<file path="config.mk">
export PLATFORM = sky130hd
export DESIGN_NAME = tcp_channel
export DESIGN_NICKNAME = d
export VERILOG_FILES = /design/src/verilog/tcp_pkg.sv /design/src/verilog/tcp_channel.sv
export VERILOG_INCLUDE_DIRS = /design/src /design/src/verilog
export SDC_FILE = /design/constraint.sdc
export NUM_CORES = 1
export LEC_CHECK = 0
export BUFFER_PORTS_ARGS = -buffer_cell sky130_fd_sc_hd__buf_2
export CORE_MARGIN = 4
export CORE_UTILIZATION = 53
export CTS_CLUSTER_DIAMETER = 60
export DETAILED_ROUTE_END_ITERATION = 6
export PLACE_DENSITY = 0.7
export SYNTH_ARGS = -nofsm -noshare
export SYNTH_HDL_FRONTEND = slang
export SYNTH_SLANG_ARGS = --single-unit
</file>
<file path="constraint.sdc">
create_clock -name aclk -period 3.87 [get_ports aclk]
set_input_delay 0.774 -clock aclk [delete_from_list [all_inputs] [get_ports aclk]]
set_output_delay 0.774 -clock aclk [all_outputs]
set_load 0.01 [all_outputs]
</file>
<file path="src/verilog/tcp_consts.svh">
// Register offsets, field positions, reset values and timing counts
`ifndef TCP_CONSTS_SVH
`define TCP_CONSTS_SVH
`define TCP_OFF_MODE        12'h000
`define TCP_OFF_TRIG        12'h004
`define TCP_OFF_INTEN       12'h008
`define TCP_OFF_CTRL        12'h00C
`define TCP_OFF_STAT        12'h010
`define TCP_OFF_COUNT       12'h014
`define TCP_OFF_PERIOD      12'h018
`define TCP_OFF_R0          12'h01C
`define TCP_OFF_F0          12'h020
`define TCP_OFF_R1          12'h024
`define TCP_OFF_F1          12'h028
`define TCP_OFF_OCON        12'h02C
`define TCP_OFF_INTST       12'h030
// Mode register fields
`define TCP_MD_CAP          0
`define TCP_MD_OST          1
`define TCP_MD_STPO0        2
`define TCP_MD_STPO1        3
`define TCP_MD_OSL0         4
`define TCP_MD_OSL1         5
`define TCP_MD_INVA         6
`define TCP_MD_INVB         7
// Trigger control fields
`define TCP_TG_SRC_HI       3
`define TCP_TG_SRC_LO       0
`define TCP_TG_ST           4
`define TCP_TG_SP           5
`define TCP_TG_SPC          6
`define TCP_TG_CAPEN        7
`define TCP_TG_TRM_HI       10
`define TCP_TG_TRM_LO       8
`define TCP_SRC_EXT0        4'h0
`define TCP_TRM_RISE        3'h0
// Control register bits (start and stop act on write one; arm and forced stop are levels)
`define TCP_CT_START        0
`define TCP_CT_STOP         1
`define TCP_CT_ARM          2
`define TCP_CT_FSTOP        3
// Interrupt enable and status bits
`define TCP_IE_RISE0        0
`define TCP_IE_TSTOP        1
`define TCP_TRIG_DLY        2'h2
`define TCP_PERIOD_RST      16'hFFFF
`define TCP_ZERO16          16'h0000
`define TCP_ONE16           16'h0001
`define TCP_RESP_OKAY       2'h0
`define TCP_RESP_SLVERR     2'h2
`endif

</file>
<file path="src/verilog/tcp_pkg.sv">
// Types for the timer capture and PWM channel
package tcp_pkg;
	typedef struct packed {
		logic        awdone;
		logic        wdone;
		logic        awready;
		logic        wready;
		logic [11:0] awaddr;
		logic [31:0] wdata;
		logic        bvalid;
		logic [1:0]  bresp;
		logic        rvalid;
		logic [1:0]  rresp;
		logic [31:0] rdata;
		logic        arready;
		logic [7:0]  mode;
		logic [10:0] trig;
		logic [1:0]  inten;
		logic [1:0]  intst;
		logic [15:0] ocon;
		logic [15:0] count;
		logic [15:0] period;
		logic [15:0] r0;
		logic [15:0] f0;
		logic [15:0] r1;
		logic [15:0] f1;
		logic [15:0] cap_rise;
		logic [15:0] cap_fall;
		logic        running;
		logic        armed;
		logic        fstop;
		logic        fhold;
		logic        hold0;
		logic        hold1;
		logic        wave0;
		logic        wave1;
		logic [1:0]  ext0_sync;
		logic        ext0_prev;
		logic [1:0]  pend_start;
		logic [1:0]  pend_stop;
		logic        pin_a;
		logic        pin_b;
		logic        irq;
	} tcp_state_t;
endpackage
</file>
<file path="src/verilog/tcp_channel.sv">
// Timer channel: capture and two-output PWM with AXI4-Lite registers
// Overview of operation
// Mode bit one selects capture, zero PWM
// Source code 0000 routes external trigger 0
// Edge mode 000: start and stop on rise
// Capture: falling edge latches count to fall
// Capture: rising edge latches count to rise
// Trigger stop on rise halts, flags stop
// Stop-clears-counter clears count, flags rise point
// Capture enable makes trigger source capture
// PWM repeats with period from period register
// Count equal rise value drives output high
// Count equal fall value drives output low
// Continuous: start at stop level, then repeat
// One-shot stops after a period, stop level
// Stop level zero: low, restart period low
// Stop level one: high, restart period high
// Forced level held until next boundary
// Cleared counter restarts from zero, outputs follow
// Phase select and invert per pin
// Pins optionally ANDed with mask sources
// Rise above period or equal: 0% duty
// Fall above period, rise within: 100% duty
// Period is period value plus one counts
// Overflow clears; one-shot stops, clears running
// Trigger start or stop lands two cycles later
// Sixteen-bit registers; captures hold until overwritten
//
// The register offsets and register access over AXI4-Lite were decided locally.
`timescale 1ns/100ps
`include "tcp_consts.svh"
module tcp_channel
	import tcp_pkg::*;
(
	// Clock and reset
	input  wire logic        aclk,
	input  wire logic        aresetn,
	// AXI4-Lite write address and data
	input  wire logic [11:0] s_axi_awaddr,
	input  wire logic        s_axi_awvalid,
	output logic             s_axi_awready,
	input  wire logic [31:0] s_axi_wdata,
	input  wire logic [3:0]  s_axi_wstrb,
	input  wire logic        s_axi_wvalid,
	output logic             s_axi_wready,
	// AXI4-Lite write response
	output logic [1:0]       s_axi_bresp,
	output logic             s_axi_bvalid,
	input  wire logic        s_axi_bready,
	// AXI4-Lite read
	input  wire logic [11:0] s_axi_araddr,
	input  wire logic        s_axi_arvalid,
	output logic             s_axi_arready,
	output logic [31:0]      s_axi_rdata,
	output logic [1:0]       s_axi_rresp,
	output logic             s_axi_rvalid,
	input  wire logic        s_axi_rready,
	// Trigger pin and AND sources
	input  wire logic        external_trigger_in0,
	input  wire logic [7:0]  combine_src_a,
	input  wire logic [7:0]  combine_src_b,
	// Pins and event level
	output logic             output_pin_a,
	output logic             output_pin_b,
	output logic             event_flag
);

	tcp_state_t q_ff;
	tcp_state_t nxt_q;

	// Register slot known to the decoder
	function automatic logic addr_ok(input logic [11:0] a);
		addr_ok = (a == `TCP_OFF_MODE) || (a == `TCP_OFF_TRIG) ||
			(a == `TCP_OFF_INTEN) || (a == `TCP_OFF_CTRL) ||
			(a == `TCP_OFF_STAT) || (a == `TCP_OFF_COUNT) ||
			(a == `TCP_OFF_PERIOD) || (a == `TCP_OFF_R0) ||
			(a == `TCP_OFF_F0) || (a == `TCP_OFF_R1) ||
			(a == `TCP_OFF_F1) || (a == `TCP_OFF_OCON) ||
			(a == `TCP_OFF_INTST);
	endfunction

	// Waveform level for one output from its rise and fall values
	function automatic logic wave_next(input logic cur,
		input logic [15:0] cnt, input logic [15:0] per,
		input logic [15:0] rv, input logic [15:0] fv);
		if (rv > per || rv == fv) begin
			wave_next = 1'b0;
		end else if (fv > per) begin
			wave_next = 1'b1;
		end else if (cnt == rv) begin
			wave_next = 1'b1;
		end else if (cnt == fv) begin
			wave_next = 1'b0;
		end else begin
			wave_next = cur;
		end
	endfunction

	// AND with the selected sources, unselected bits pass as one
	function automatic logic combine(input logic v,
		input logic [7:0] mask, input logic [7:0] src);
		combine = v & (&(src | ~mask));
	endfunction

	logic [15:0] wmask;
	logic        trig;
	logic        rise_e;
	logic        fall_e;
	logic        wr_go;
	logic        rd_go;
	logic        start_e;
	logic        stop_e;
	logic        boundary;
	logic        pa;
	logic        pb;
	logic [31:0] rd;

	always_comb begin
		nxt_q = q_ff;
		wmask = {{8{s_axi_wstrb[1]}}, {8{s_axi_wstrb[0]}}};
		// Source select: only external trigger 0 is wired here
		trig = (q_ff.trig[`TCP_TG_SRC_HI:`TCP_TG_SRC_LO] == `TCP_SRC_EXT0)
			? q_ff.ext0_sync[1] : 1'b0;
		nxt_q.ext0_sync = {q_ff.ext0_sync[0], external_trigger_in0};
		nxt_q.ext0_prev = q_ff.ext0_sync[1];
		rise_e = trig & ~q_ff.ext0_prev & q_ff.armed;
		fall_e = ~trig & q_ff.ext0_prev & q_ff.armed;
		start_e = 1'b0;
		stop_e = 1'b0;
		boundary = 1'b0;

		// Edge mode 000: both start and stop respond to rising edges
		nxt_q.pend_start = {q_ff.pend_start[0], 1'b0};
		nxt_q.pend_stop = {q_ff.pend_stop[0], 1'b0};
		if (q_ff.trig[`TCP_TG_TRM_HI:`TCP_TG_TRM_LO] == `TCP_TRM_RISE
			&& rise_e) begin
			if (!q_ff.running && q_ff.trig[`TCP_TG_ST])
				nxt_q.pend_start[0] = 1'b1;
			else if (q_ff.running && (q_ff.trig[`TCP_TG_SP]
				|| q_ff.trig[`TCP_TG_SPC]))
				nxt_q.pend_stop[0] = 1'b1;
		end

		// Capture on trigger edges
		if (q_ff.mode[`TCP_MD_CAP] && q_ff.trig[`TCP_TG_CAPEN]) begin
			if (fall_e && q_ff.running)
				nxt_q.cap_fall = q_ff.count;
			if (rise_e && q_ff.running)
				nxt_q.cap_rise = q_ff.count;
		end

		// Counter
		if (q_ff.running) begin
			if (q_ff.count >= q_ff.period) begin
				nxt_q.count = `TCP_ZERO16;
				boundary = 1'b1;
				if (q_ff.mode[`TCP_MD_OST])
					nxt_q.running = 1'b0;
			end else begin
				nxt_q.count = q_ff.count + `TCP_ONE16;
			end
		end
		start_e = q_ff.pend_start[1];
		stop_e = q_ff.pend_stop[1];
		if (start_e && !q_ff.fstop) begin
			nxt_q.running = 1'b1;
			nxt_q.hold0 = 1'b1;
			nxt_q.hold1 = 1'b1;
		end
		if (stop_e) begin
			if (q_ff.trig[`TCP_TG_SPC]) begin
				nxt_q.count = `TCP_ZERO16;
				nxt_q.hold0 = 1'b0;
				nxt_q.hold1 = 1'b0;
				nxt_q.intst[`TCP_IE_RISE0] = 1'b1;
			end else begin
				nxt_q.running = 1'b0;
				nxt_q.intst[`TCP_IE_TSTOP] = 1'b1;
			end
		end

		// PWM waveforms
		if (!q_ff.running || q_ff.mode[`TCP_MD_CAP]) begin
			nxt_q.wave0 = q_ff.mode[`TCP_MD_STPO0];
			nxt_q.wave1 = q_ff.mode[`TCP_MD_STPO1];
		end else begin
			if (boundary) begin
				nxt_q.hold0 = 1'b0;
				nxt_q.hold1 = 1'b0;
				if (!q_ff.fstop)
					nxt_q.fhold = 1'b0;
			end
			if (q_ff.hold0 || q_ff.fhold)
				nxt_q.wave0 = q_ff.mode[`TCP_MD_STPO0];
			else
				nxt_q.wave0 = wave_next(q_ff.wave0, q_ff.count,
					q_ff.period, q_ff.r0, q_ff.f0);
			if (q_ff.hold1 || q_ff.fhold)
				nxt_q.wave1 = q_ff.mode[`TCP_MD_STPO1];
			else
				nxt_q.wave1 = wave_next(q_ff.wave1, q_ff.count,
					q_ff.period, q_ff.r1, q_ff.f1);
		end
		if (q_ff.fstop)
			nxt_q.fhold = 1'b1;

		// AXI write
		wr_go = 1'b0;
		if (s_axi_awvalid && q_ff.awready) begin
			nxt_q.awdone = 1'b1;
			nxt_q.awaddr = s_axi_awaddr;
		end
		if (s_axi_wvalid && q_ff.wready) begin
			nxt_q.wdone = 1'b1;
			nxt_q.wdata = s_axi_wdata;
		end
		if (q_ff.awdone && q_ff.wdone) begin
			wr_go = 1'b1;
			nxt_q.awdone = 1'b0;
			nxt_q.wdone = 1'b0;
			nxt_q.bvalid = 1'b1;
			nxt_q.bresp = addr_ok(q_ff.awaddr) ? `TCP_RESP_OKAY
				: `TCP_RESP_SLVERR;
		end
		if (q_ff.bvalid && s_axi_bready)
			nxt_q.bvalid = 1'b0;
		if (wr_go) begin
			if (q_ff.awaddr == `TCP_OFF_MODE) begin
				nxt_q.mode = q_ff.wdata[7:0];
			end else if (q_ff.awaddr == `TCP_OFF_TRIG) begin
				nxt_q.trig = q_ff.wdata[10:0];
			end else if (q_ff.awaddr == `TCP_OFF_INTEN) begin
				nxt_q.inten = q_ff.wdata[1:0];
			end else if (q_ff.awaddr == `TCP_OFF_CTRL) begin
				if (q_ff.wdata[`TCP_CT_START] && !q_ff.fstop) begin
					nxt_q.running = 1'b1;
					nxt_q.hold0 = 1'b1;
					nxt_q.hold1 = 1'b1;
				end
				if (q_ff.wdata[`TCP_CT_STOP])
					nxt_q.running = 1'b0;
				nxt_q.armed = q_ff.wdata[`TCP_CT_ARM];
				nxt_q.fstop = q_ff.wdata[`TCP_CT_FSTOP];
			end else if (q_ff.awaddr == `TCP_OFF_COUNT) begin
				if (!q_ff.running) begin
					nxt_q.count = `TCP_ZERO16;
					nxt_q.hold0 = 1'b0;
					nxt_q.hold1 = 1'b0;
				end
			end else if (q_ff.awaddr == `TCP_OFF_PERIOD) begin
				if (q_ff.wdata[15:0] != `TCP_ZERO16)
					nxt_q.period = q_ff.wdata[15:0];
			end else if (q_ff.awaddr == `TCP_OFF_R0) begin
				nxt_q.r0 = (q_ff.r0 & ~wmask) | (q_ff.wdata[15:0] & wmask);
			end else if (q_ff.awaddr == `TCP_OFF_F0) begin
				nxt_q.f0 = (q_ff.f0 & ~wmask) | (q_ff.wdata[15:0] & wmask);
			end else if (q_ff.awaddr == `TCP_OFF_R1) begin
				nxt_q.r1 = (q_ff.r1 & ~wmask) | (q_ff.wdata[15:0] & wmask);
			end else if (q_ff.awaddr == `TCP_OFF_F1) begin
				nxt_q.f1 = (q_ff.f1 & ~wmask) | (q_ff.wdata[15:0] & wmask);
			end else if (q_ff.awaddr == `TCP_OFF_OCON) begin
				nxt_q.ocon = q_ff.wdata[15:0];
			end else if (q_ff.awaddr == `TCP_OFF_INTST) begin
				// Write one to clear; a same-cycle event wins only if its bit was clear
				nxt_q.intst = (q_ff.intst & ~q_ff.wdata[1:0])
					| (nxt_q.intst & ~q_ff.intst);
			end
		end

		// AXI read
		rd = 32'h0000_0000;
		if (s_axi_araddr == `TCP_OFF_MODE) begin
			rd[7:0] = q_ff.mode;
		end else if (s_axi_araddr == `TCP_OFF_TRIG) begin
			rd[10:0] = q_ff.trig;
		end else if (s_axi_araddr == `TCP_OFF_INTEN) begin
			rd[1:0] = q_ff.inten;
		end else if (s_axi_araddr == `TCP_OFF_CTRL) begin
			rd[`TCP_CT_ARM] = q_ff.armed;
			rd[`TCP_CT_FSTOP] = q_ff.fstop;
		end else if (s_axi_araddr == `TCP_OFF_STAT) begin
			rd[0] = q_ff.running;
			rd[1] = q_ff.wave0;
			rd[2] = q_ff.wave1;
		end else if (s_axi_araddr == `TCP_OFF_COUNT) begin
			rd[15:0] = q_ff.count;
		end else if (s_axi_araddr == `TCP_OFF_PERIOD) begin
			rd[15:0] = q_ff.period;
		end else if (s_axi_araddr == `TCP_OFF_R0) begin
			rd[15:0] = q_ff.mode[`TCP_MD_CAP] ? q_ff.cap_rise : q_ff.r0;
		end else if (s_axi_araddr == `TCP_OFF_F0) begin
			rd[15:0] = q_ff.mode[`TCP_MD_CAP] ? q_ff.cap_fall : q_ff.f0;
		end else if (s_axi_araddr == `TCP_OFF_R1) begin
			rd[15:0] = q_ff.r1;
		end else if (s_axi_araddr == `TCP_OFF_F1) begin
			rd[15:0] = q_ff.f1;
		end else if (s_axi_araddr == `TCP_OFF_OCON) begin
			rd[15:0] = q_ff.ocon;
		end else if (s_axi_araddr == `TCP_OFF_INTST) begin
			rd[1:0] = q_ff.intst;
		end
		rd_go = s_axi_arvalid && q_ff.arready;
		if (rd_go) begin
			nxt_q.rvalid = 1'b1;
			nxt_q.rdata = rd;
			nxt_q.rresp = addr_ok(s_axi_araddr) ? `TCP_RESP_OKAY
				: `TCP_RESP_SLVERR;
		end else if (q_ff.rvalid && s_axi_rready) begin
			nxt_q.rvalid = 1'b0;
		end
		// Ready levels registered so every bus output comes from a flop
		nxt_q.awready = ~nxt_q.awdone & ~nxt_q.bvalid;
		nxt_q.wready = ~nxt_q.wdone & ~nxt_q.bvalid;
		nxt_q.arready = ~nxt_q.rvalid;

		// Pin phase, inversion and AND combination
		pa = q_ff.mode[`TCP_MD_OSL0] ? q_ff.wave1 : q_ff.wave0;
		pb = q_ff.mode[`TCP_MD_OSL1] ? q_ff.wave0 : q_ff.wave1;
		pa = combine(pa, q_ff.ocon[7:0], combine_src_a);
		pb = combine(pb, q_ff.ocon[15:8], combine_src_b);
		nxt_q.pin_a = pa ^ q_ff.mode[`TCP_MD_INVA];
		nxt_q.pin_b = pb ^ q_ff.mode[`TCP_MD_INVB];
		nxt_q.irq = |(q_ff.intst & q_ff.inten);
	end

	always_ff @(posedge aclk) begin
		if (!aresetn) begin
			q_ff <= '0;
			q_ff.period <= `TCP_PERIOD_RST;
		end else begin
			q_ff <= nxt_q;
		end
	end

	assign s_axi_awready = q_ff.awready;
	assign s_axi_wready  = q_ff.wready;
	assign s_axi_bvalid  = q_ff.bvalid;
	assign s_axi_bresp   = q_ff.bresp;
	assign s_axi_arready = q_ff.arready;
	assign s_axi_rvalid  = q_ff.rvalid;
	assign s_axi_rdata   = q_ff.rdata;
	assign s_axi_rresp   = q_ff.rresp;
	assign output_pin_a  = q_ff.pin_a;
	assign output_pin_b  = q_ff.pin_b;
	assign event_flag    = q_ff.irq;

endmodule

</file>
==> results.py, run 1 <==
metrics = {
    "global_routing": {
        "track_usage_pct": 29.4,
        "grt_overflow": 0,
        "grt_max_degree": 114,
        "grt_first_pass_wirelength_um": 70100,
        "grt_pass1_vias": 11900,
        "grt_antenna_before_repair": 0,
    },
    "finish": {
        "syn2layout_area_growth_pct": 10.1,
        "fin_util_pct": 59.1,
        "diodes": 0,
        "final_layout_size_suffix_gt1_share_pct": 12.3,
        "finalInstanceArea_um2": 15800,
        "nets": 1853,
    },
    "synthesis": {
        "synth_area_um2": 14400,
        "ys_warn_count": 0,
        "synth_largest_area_cell": "dfxtp_1",
        "synth_top_area_share_pct": 33.1,
        "synth.most_common_cell": "dfxtp_1",
        "ys_top_cells_by_count": "dfxtp_1 (238), nand2_1 (214), mux2i_1 (136)",
        "synth_cell_type_count": 80,
        "synth-edff-count": 0,
        "synth_area_per_cell_um2": 8.69,
        "ys_top_cells_by_area": "dfxtp_1 (33%), mux2i_1 (9.5%), ha_1 (7.0%), nand2_1 (5.6%), nor2b_1 (4.1%)",
        "async_flop_share_pct": 0,
        "syn_inst": 1655,
        "ys_seq_area_share_pct": 33.1,
        "ys_ff_latch": 238,
        "ys.flop_type": "dfxtp_1",
    },
    "timing": {
        "tns_ns": 0,
        "post-route-period-util_pct": 71.9,
        "relSlewSlack_pct": 40.0,
        "hold_viol": 0,
        "finalHoldWorstSlack_ns": 0.420,
        "finalSetupViolCount": 0,
        "max_slew.worst_pin.slew_ns": 0.894,
        "fin_skew_ns": 0.0132,
        "max_freq_mhz": 360,
        "rsz0062_at_grt": "false",
        "slew_viol_final": 0,
        "final.min_clock_period_ns": 2.78,
    },
    "route": {
        "via_per_inst": 6.11,
        "routedWlPerCell_um": 22.4,
        "wl_met2_um": 20000,
        "dr_total_vias": 12500,
        "drtPass1Iterations": 5,
        "drc_errors": 0,
        "ant_nets": 0,
        "maxUsedRoutingLayer": "met4",
        "wirelength_um": 45700,
        "drt_iter0_drc": 1327,
        "m1WireLength_um": 19600,
        "detailroute.wirelength.met3_um": 4580,
    },
    "floorplan": {
        "io_pins": 128,
        "die_h_um": 173,
        "die_width_um": 173,
        "coreArea_um2": 26800,
        "rows": 60,
        "start_util_pct": 53.7,
        "fp.dieArea_um2": 29800,
    },
    "cts": {
        "post_cts_resized": 0,
        "clockBufferDepth": 3,
        "cts_hold_buffers": 0,
        "htreeDepth": 1,
        "clk_pin_slew_ns": 0.06,
        "cts_buffers": 29,
        "cts_setup_buffers": 0,
        "cts_tree": "done",
        "clock-sinks": 238,
        "cts-root-buf": "clkbuf_16",
        "clock_latency_ns": 0.56,
    },
    "placement": {
        "dpl_cell_area_um2": 14900,
        "place.gp.congestion": 0.954,
        "io_buffers": 91,
        "hpwl_um": 33900,
    },
    "setup_path": {
        "worstSetupPathType": "flop to flop",
        "crit_path_end_kind": "flop",
        "rr_startpoint": "q_ff[119]",
        "ff2ff_path_depth": 9,
        "cp_max_fo": 12,
        "worstReg2RegEnd": "q_ff[133]",
        "rrSetupSlack_ns": 1.09,
        "cp.arrival_ns": 3.19,
        "crit_required_ns": 4.28,
        "start_kind": "flop",
    },
    "status": {
        "status": "complete, no violations",
    },
    "hold_path": {
        "worstHoldPathCells": 2,
        "min_to": "nxt_q[9]",
        "hold_class": "input pin to flop",
        "hp-start": "external_trigger_in0",
    },
    "power": {
        "irDropWorstVdd_v": 0.000461,
        "p_leak_nw": 6.63,
        "power_w": 0.00558,
        "power_density_nw_per_um2": 353,
    },
    "flow_run": {
        "max-cap-violations": 0,
    },
}
kinds of logic (layout without fill, tap and decap cells):
group / Yosys count / after routing / share of synthesized area (%)
flops: 238 / 238 / 33.1
buf+inv: 192 / 225 / 6.45
simple gates: 570 / 570 / 20.6
fa+ha+maj: 81 / 81 / 7.05
mux: 151 / 151 / 11.2
compound gates: 312 / 312 / 14.9
xor+xnor: 110 / 110 / 6.70
other cells: 1 / 18 / 0.0261
critical path: stages, from the launching register on:
cell and delay [ns]:
dfxtp_1 0.36, inv_1 0.17, ha_1 0.35, and3_1 0.19, o211ai_1 0.09, o211ai_1 0.31, a31oi_2 0.14, buf_4 0.20
o21ai_1 0.70, nor2_1 0.11
layout by cell type, fill, tap and decap left out, drive strengths merged, types with 14 or more instances in the layout:
master / instances
nor3: 24
clkbuf: 35
mux2i: 136
a21boi: 79
a21oi: 55
conb: 18
xor2: 58
nand2b: 14
buf: 124
o221ai: 17
nor4: 23
nand3: 30
and2: 21
inv: 53
xnor2: 52
dfxtp: 238
nor2b: 94
nor2: 71
a31oi: 15
nand2: 215
nand4: 39
o21ai: 51
ha: 81
report_power, final:
group	internal [W]	switching [W]
combinational	0.000115	0.000195
clock	0.00165	0.00110
sequential	0.00247	0.0000486
total	0.00424	0.00135
metrics by stage:
stage / setup slack [ns] / cells
floorplan: 1.59 / 1672
global placement: 1.01 / 1998
detailed placement: 0.942 / 1998
CTS: 1.16 / 2046
global route: 0.935 / 2046
finish: 1.09 / 2046
worst max-delay path by stage:
| stage | endpoint | slack, ns | cells past startpoint | startpoint |
|---|---|---|---|---|
| final | q_ff[133] | 1.09 | 9 | q_ff[119] |
| after CTS | q_ff[138] | 1.16 | 9 | q_ff[119] |
| after global routing | q_ff[133] | 0.94 | 9 | q_ff[119] |
| after detailed placement | s_axi_rdata[13] | 0.94 | 6 | s_axi_araddr[9] |
| after global placement | s_axi_rdata[12] | 1.01 | 6 | s_axi_araddr[9] |
| after floorplan | s_axi_rdata[3] | 1.59 | 7 | s_axi_araddr[4] |
layer usage:
layer	vias up	global-route usage [%]
met5	-	0
met2	616	45.8
met1	5930	41.4
met3	93	5.16
met4	0	9.81
li1	5853	-
layout make-up:
class                      count  area, µm²
inverter                      53        199
tap                          341        427
timing repair buffer         124        718
clock inverter                13        178
sequential                   238       4770
fill                        2437      11000
clock buffer                  35        788
multi-input combinational   1242       8760
(Power assumes the default switching activity.)
==> run 2: changes to the inputs <==
ABC_AREA = 1   (was default)
PLACE_DENSITY = 0.73   (was 0.7)
clock period = 2.37 ns   (was 3.87 ns; I/O delays follow)
==> run 2 against run 1 <==
Against the previous run: clock skew grew 0.0016 ns; global-route usage up 3.8 points; clock power grew 59%; utilization grew 3.6 points; area after synthesis decreased by 2.4%; hold slack worse by 0.30 ns; critical path depth grew 3; die area is 2.3% lower; register-to-register slack got worse by 0.99 ns; sequential share of layout area is 0.93 points lower; count of clock-buffer cells in the layout is 4 higher; total power grew 62%; critical endpoint is now q_ff[10]; largest power group unchanged.
==> results.py, run 2 <==
metrics = {
    "power": {
        "power_frac_comb_pct": 6.1,
        "internal-power_w": 0.00680,
        "power_frac_clock_pct": 48.3,
        "irDropWorstVdd_v": 0.000619,
        "power_switching_w": 0.00223,
        "p_sw_share_pct": 24.7,
        "power_density_nw_per_um2": 553,
        "seqPwrFrac_pct": 45.6,
        "p_leak_nw": 7.52,
        "power_w": 0.00903,
    },
    "synthesis": {
        "async_flop_share_pct": 0,
        "synth_largest_area_cell": "dfxtp_1",
        "ys_seq_area_share_pct": 33.9,
        "ys_warn_count": 0,
        "synth-edff-count": 0,
        "ys_top_cells_by_count": "nand2_1 (469), dfxtp_1 (238), a21oi_1 (227)",
        "synth_cell_type_count": 52,
        "synthMuxAreaShare_pct": 0,
        "synth_top_family_by_area": "simple AND/OR/NAND/NOR gates",
        "synth_area_per_cell_um2": 6.95,
        "synthXorXnorAreaFrac_pct": 3.87,
        "ys_top_cells_by_area": "dfxtp_1 (34%), nand2_1 (13%), a21oi_1 (8.1%), ha_1 (7.2%), inv_1 (5.7%)",
        "syn_inst": 2020,
        "synth.most_common_cell": "nand2_1",
        "ys_ff_latch": 238,
        "yosys.area_share.simple_pct": 25.7,
        "synthAdderAreaFrac_pct": 7.22,
        "synth_compound_area_share_pct": 18.4,
        "synth_area_um2": 14000,
        "ys.flop_type": "dfxtp_1",
        "synth_top_area_share_pct": 33.9,
    },
    "hold_path": {
        "hp-start": "external_trigger_in0",
        "worstHoldPathCells": 3,
        "hold_class": "input pin to flop",
        "min_to": "nxt_q[9]",
    },
    "placement": {
        "place.gp.congestion": 1.00,
        "io_buffers": 91,
        "hpwl_um": 38900,
    },
    "setup_path": {
        "cp.arrival_ns": 2.71,
        "ff2ff_path_depth": 12,
        "crit_path_end_kind": "flop",
        "start_kind": "flop",
        "cp_cell_sequence": "inv_1 > ha_1 > inv_1 > o21bai_1 > a21boi_0 > nor2_1 > o21ai_0 > o2111ai_1 > nand2_1 > nand3_1 > nand2_1 > a21oi_1",
        "worstSetupPathType": "flop to flop",
        "slowest_stage": "ha_1",
        "worstReg2RegEnd": "q_ff[10]",
        "rrSetupSlack_ns": 0.10,
        "crit_required_ns": 2.81,
        "rr_startpoint": "q_ff[115]",
        "max_stage_delay_ns": 0.32,
        "cp_max_fo": 5,
    },
    "timing": {
        "hold_viol": 0,
        "finalHoldWorstSlack_ns": 0.125,
        "max_freq_mhz": 441,
        "finalSetupViolCount": 0,
        "rsz0062_at_grt": "false",
        "max_slew.worst_pin.slew_ns": 0.713,
        "fin_skew_ns": 0.0148,
        "final.min_clock_period_ns": 2.27,
        "relSlewSlack_pct": 52.4,
        "post-route-period-util_pct": 95.7,
        "slew_viol_final": 0,
    },
    "global_routing": {
        "grt_max_degree": 82,
        "grt_antenna_before_repair": 0,
        "track_usage_pct": 33.2,
        "grt_overflow": 0,
        "grt_pass1_vias": 13100,
        "grt_first_pass_wirelength_um": 74900,
    },
    "floorplan": {
        "coreArea_um2": 26100,
        "die_width_um": 171,
        "die_h_um": 171,
        "fp.dieArea_um2": 29200,
        "rows": 59,
        "start_util_pct": 53.9,
        "io_pins": 128,
    },
    "route": {
        "wl_met2_um": 21500,
        "drtPass1Iterations": 6,
        "detailroute.wirelength.met3_um": 4390,
        "ant_nets": 0,
        "m1WireLength_um": 21500,
        "drc_errors": 0,
        "via_per_inst": 5.70,
        "dr_total_vias": 14300,
        "wirelength_um": 49300,
        "maxUsedRoutingLayer": "met4",
        "routedWlPerCell_um": 19.6,
        "drt_iter0_drc": 1776,
    },
    "finish": {
        "final_common_cell": "nand2_1",
        "final_layout_size_suffix_gt1_share_pct": 14.9,
        "mostFrequentLayoutCells": "nand2_1 (469), dfxtp_1 (238), a21oi_1 (224)",
        "syn2layout_area_growth_pct": 16.3,
        "diodes": 0,
        "nets": 2326,
    },
    "flow_run": {
        "max-cap-violations": 0,
    },
    "cts": {
        "cts_tree": "done",
        "clockBufferDepth": 3,
        "cts_hold_buffers": 0,
        "clk_pin_slew_ns": 0.06,
        "htreeDepth": 1,
        "clock-sinks": 238,
        "cts-root-buf": "clkbuf_16",
        "cts_buffers": 28,
        "clock_latency_ns": 0.56,
    },
    "status": {
        "status": "complete, no violations",
    },
}
==> run 2: changes by cell type in the layout (fill, tap and decap cells not counted), sizes merged, moves of 24 or more <==
cell,previous run,this run
inv,53,227
nor2b,94,0
nor2,71,171
a21oi,55,227
xnor2,52,28
a21boi,79,3
o21ai,51,133
nand3,30,80
nand2,215,474
buf,124,211
mux2i,136,0
xor2,58,34
==> run 2: kinds of logic (layout without fill, tap and decap cells) <==
group	Yosys count	in the layout
simple gates	830	830
compound gates	462	462
buf+inv	346	492
flops	238	238
fa+ha+maj	81	81
xor+xnor	62	62
other cells	1	18
==> run 2: how the worst max path moves through the flow <==
stage	startpoint	to	cells after the start
4_1_cts	q_ff[258]	flop	11
3_3_place_gp	s_axi_araddr[1]	s_axi_rdata[12]	14
2_1_floorplan	q_ff[130]	q_ff[130]	14
6_report	q_ff[115]	q_ff[10]	12
5_1_grt	q_ff[115]	q_ff[10]	12
3_5_place_dp	s_axi_araddr[1]	s_axi_rdata[12]	14
==> run 2: stage by stage <==
| stage | TNS [ns] | instance area, µm² | utilization (%) | setup WS, ns | std cells |
|---|---|---|---|---|---|
| final | 0 | 16300 | 62.7 | 0.102 | 2518 |
| after global routing | 0 | 16300 | 62.7 | 0.00519 | 2518 |
| after detailed placement | -0.0455 | 15300 | 58.8 | -0.0277 | 2464 |
| after floorplan | 0 | 14100 | - | 0.545 | 2037 |
| after global placement | 0 | 15300 | 58.8 | 0.00447 | 2464 |
| after CTS | 0 | 16300 | 62.4 | 0.0876 | 2516 |
==> run 2: critical path: cells and delay by family, from the launching register on <==
kind / cells / cell delay, ns
AO/OA/AOI/OAI: 5 / 0.83
flip-flops: 1 / 0.31
buffers and inverters: 2 / 0.35
adder cells (fa/ha/maj): 1 / 0.32
AND/OR/NAND/NOR: 4 / 0.36
==> run 2: final cells by class <==
| type | count | area, µm² |
|---|---|---|
| Fill cell | 2471 | 9730 |
| Multi-Input combinational cell | 1453 | 7880 |
| Sequential cell | 238 | 4760 |
| Timing Repair Buffer | 211 | 1470 |
| Inverter | 229 | 865 |
| Clock buffer | 39 | 792 |
| Tap cell | 335 | 419 |
| Clock inverter | 13 | 144 |
==> run 2: per-layer routing <==
| layer | global-route usage, % | up-vias |
|---|---|---|
| li1 | - | 6942 |
| met1 | 47.3 | 6637 |
| met2 | 51.7 | 668 |
| met3 | 4.25 | 94 |
| met4 | 11.9 | 0 |
| met5 | 0 | - |
==> run 2: power by group through the flow <==
| stage | logic (W) | clock network [W] | registers (W) |
|---|---|---|---|
| final | 0.000549 | 0.00436 | 0.00412 |
| after global routing | 0.000613 | 0.00456 | 0.00412 |
| after CTS | 0.000542 | 0.00439 | 0.00412 |
| after detailed placement | 0.000540 | 0 | 0.00420 |
| after global placement | 0.000534 | 0 | 0.00420 |
| after floorplan | 0.000333 | 0 | 0.00419 |
==> run 2: timing repair <==
item                                    4_1_cts  5_1_grt
cloned                                        0        0
pin swaps                                     0        1
setup buffers                                 0        2
gates resized for setup                       1       14
endpoints found under the setup margin        1       19
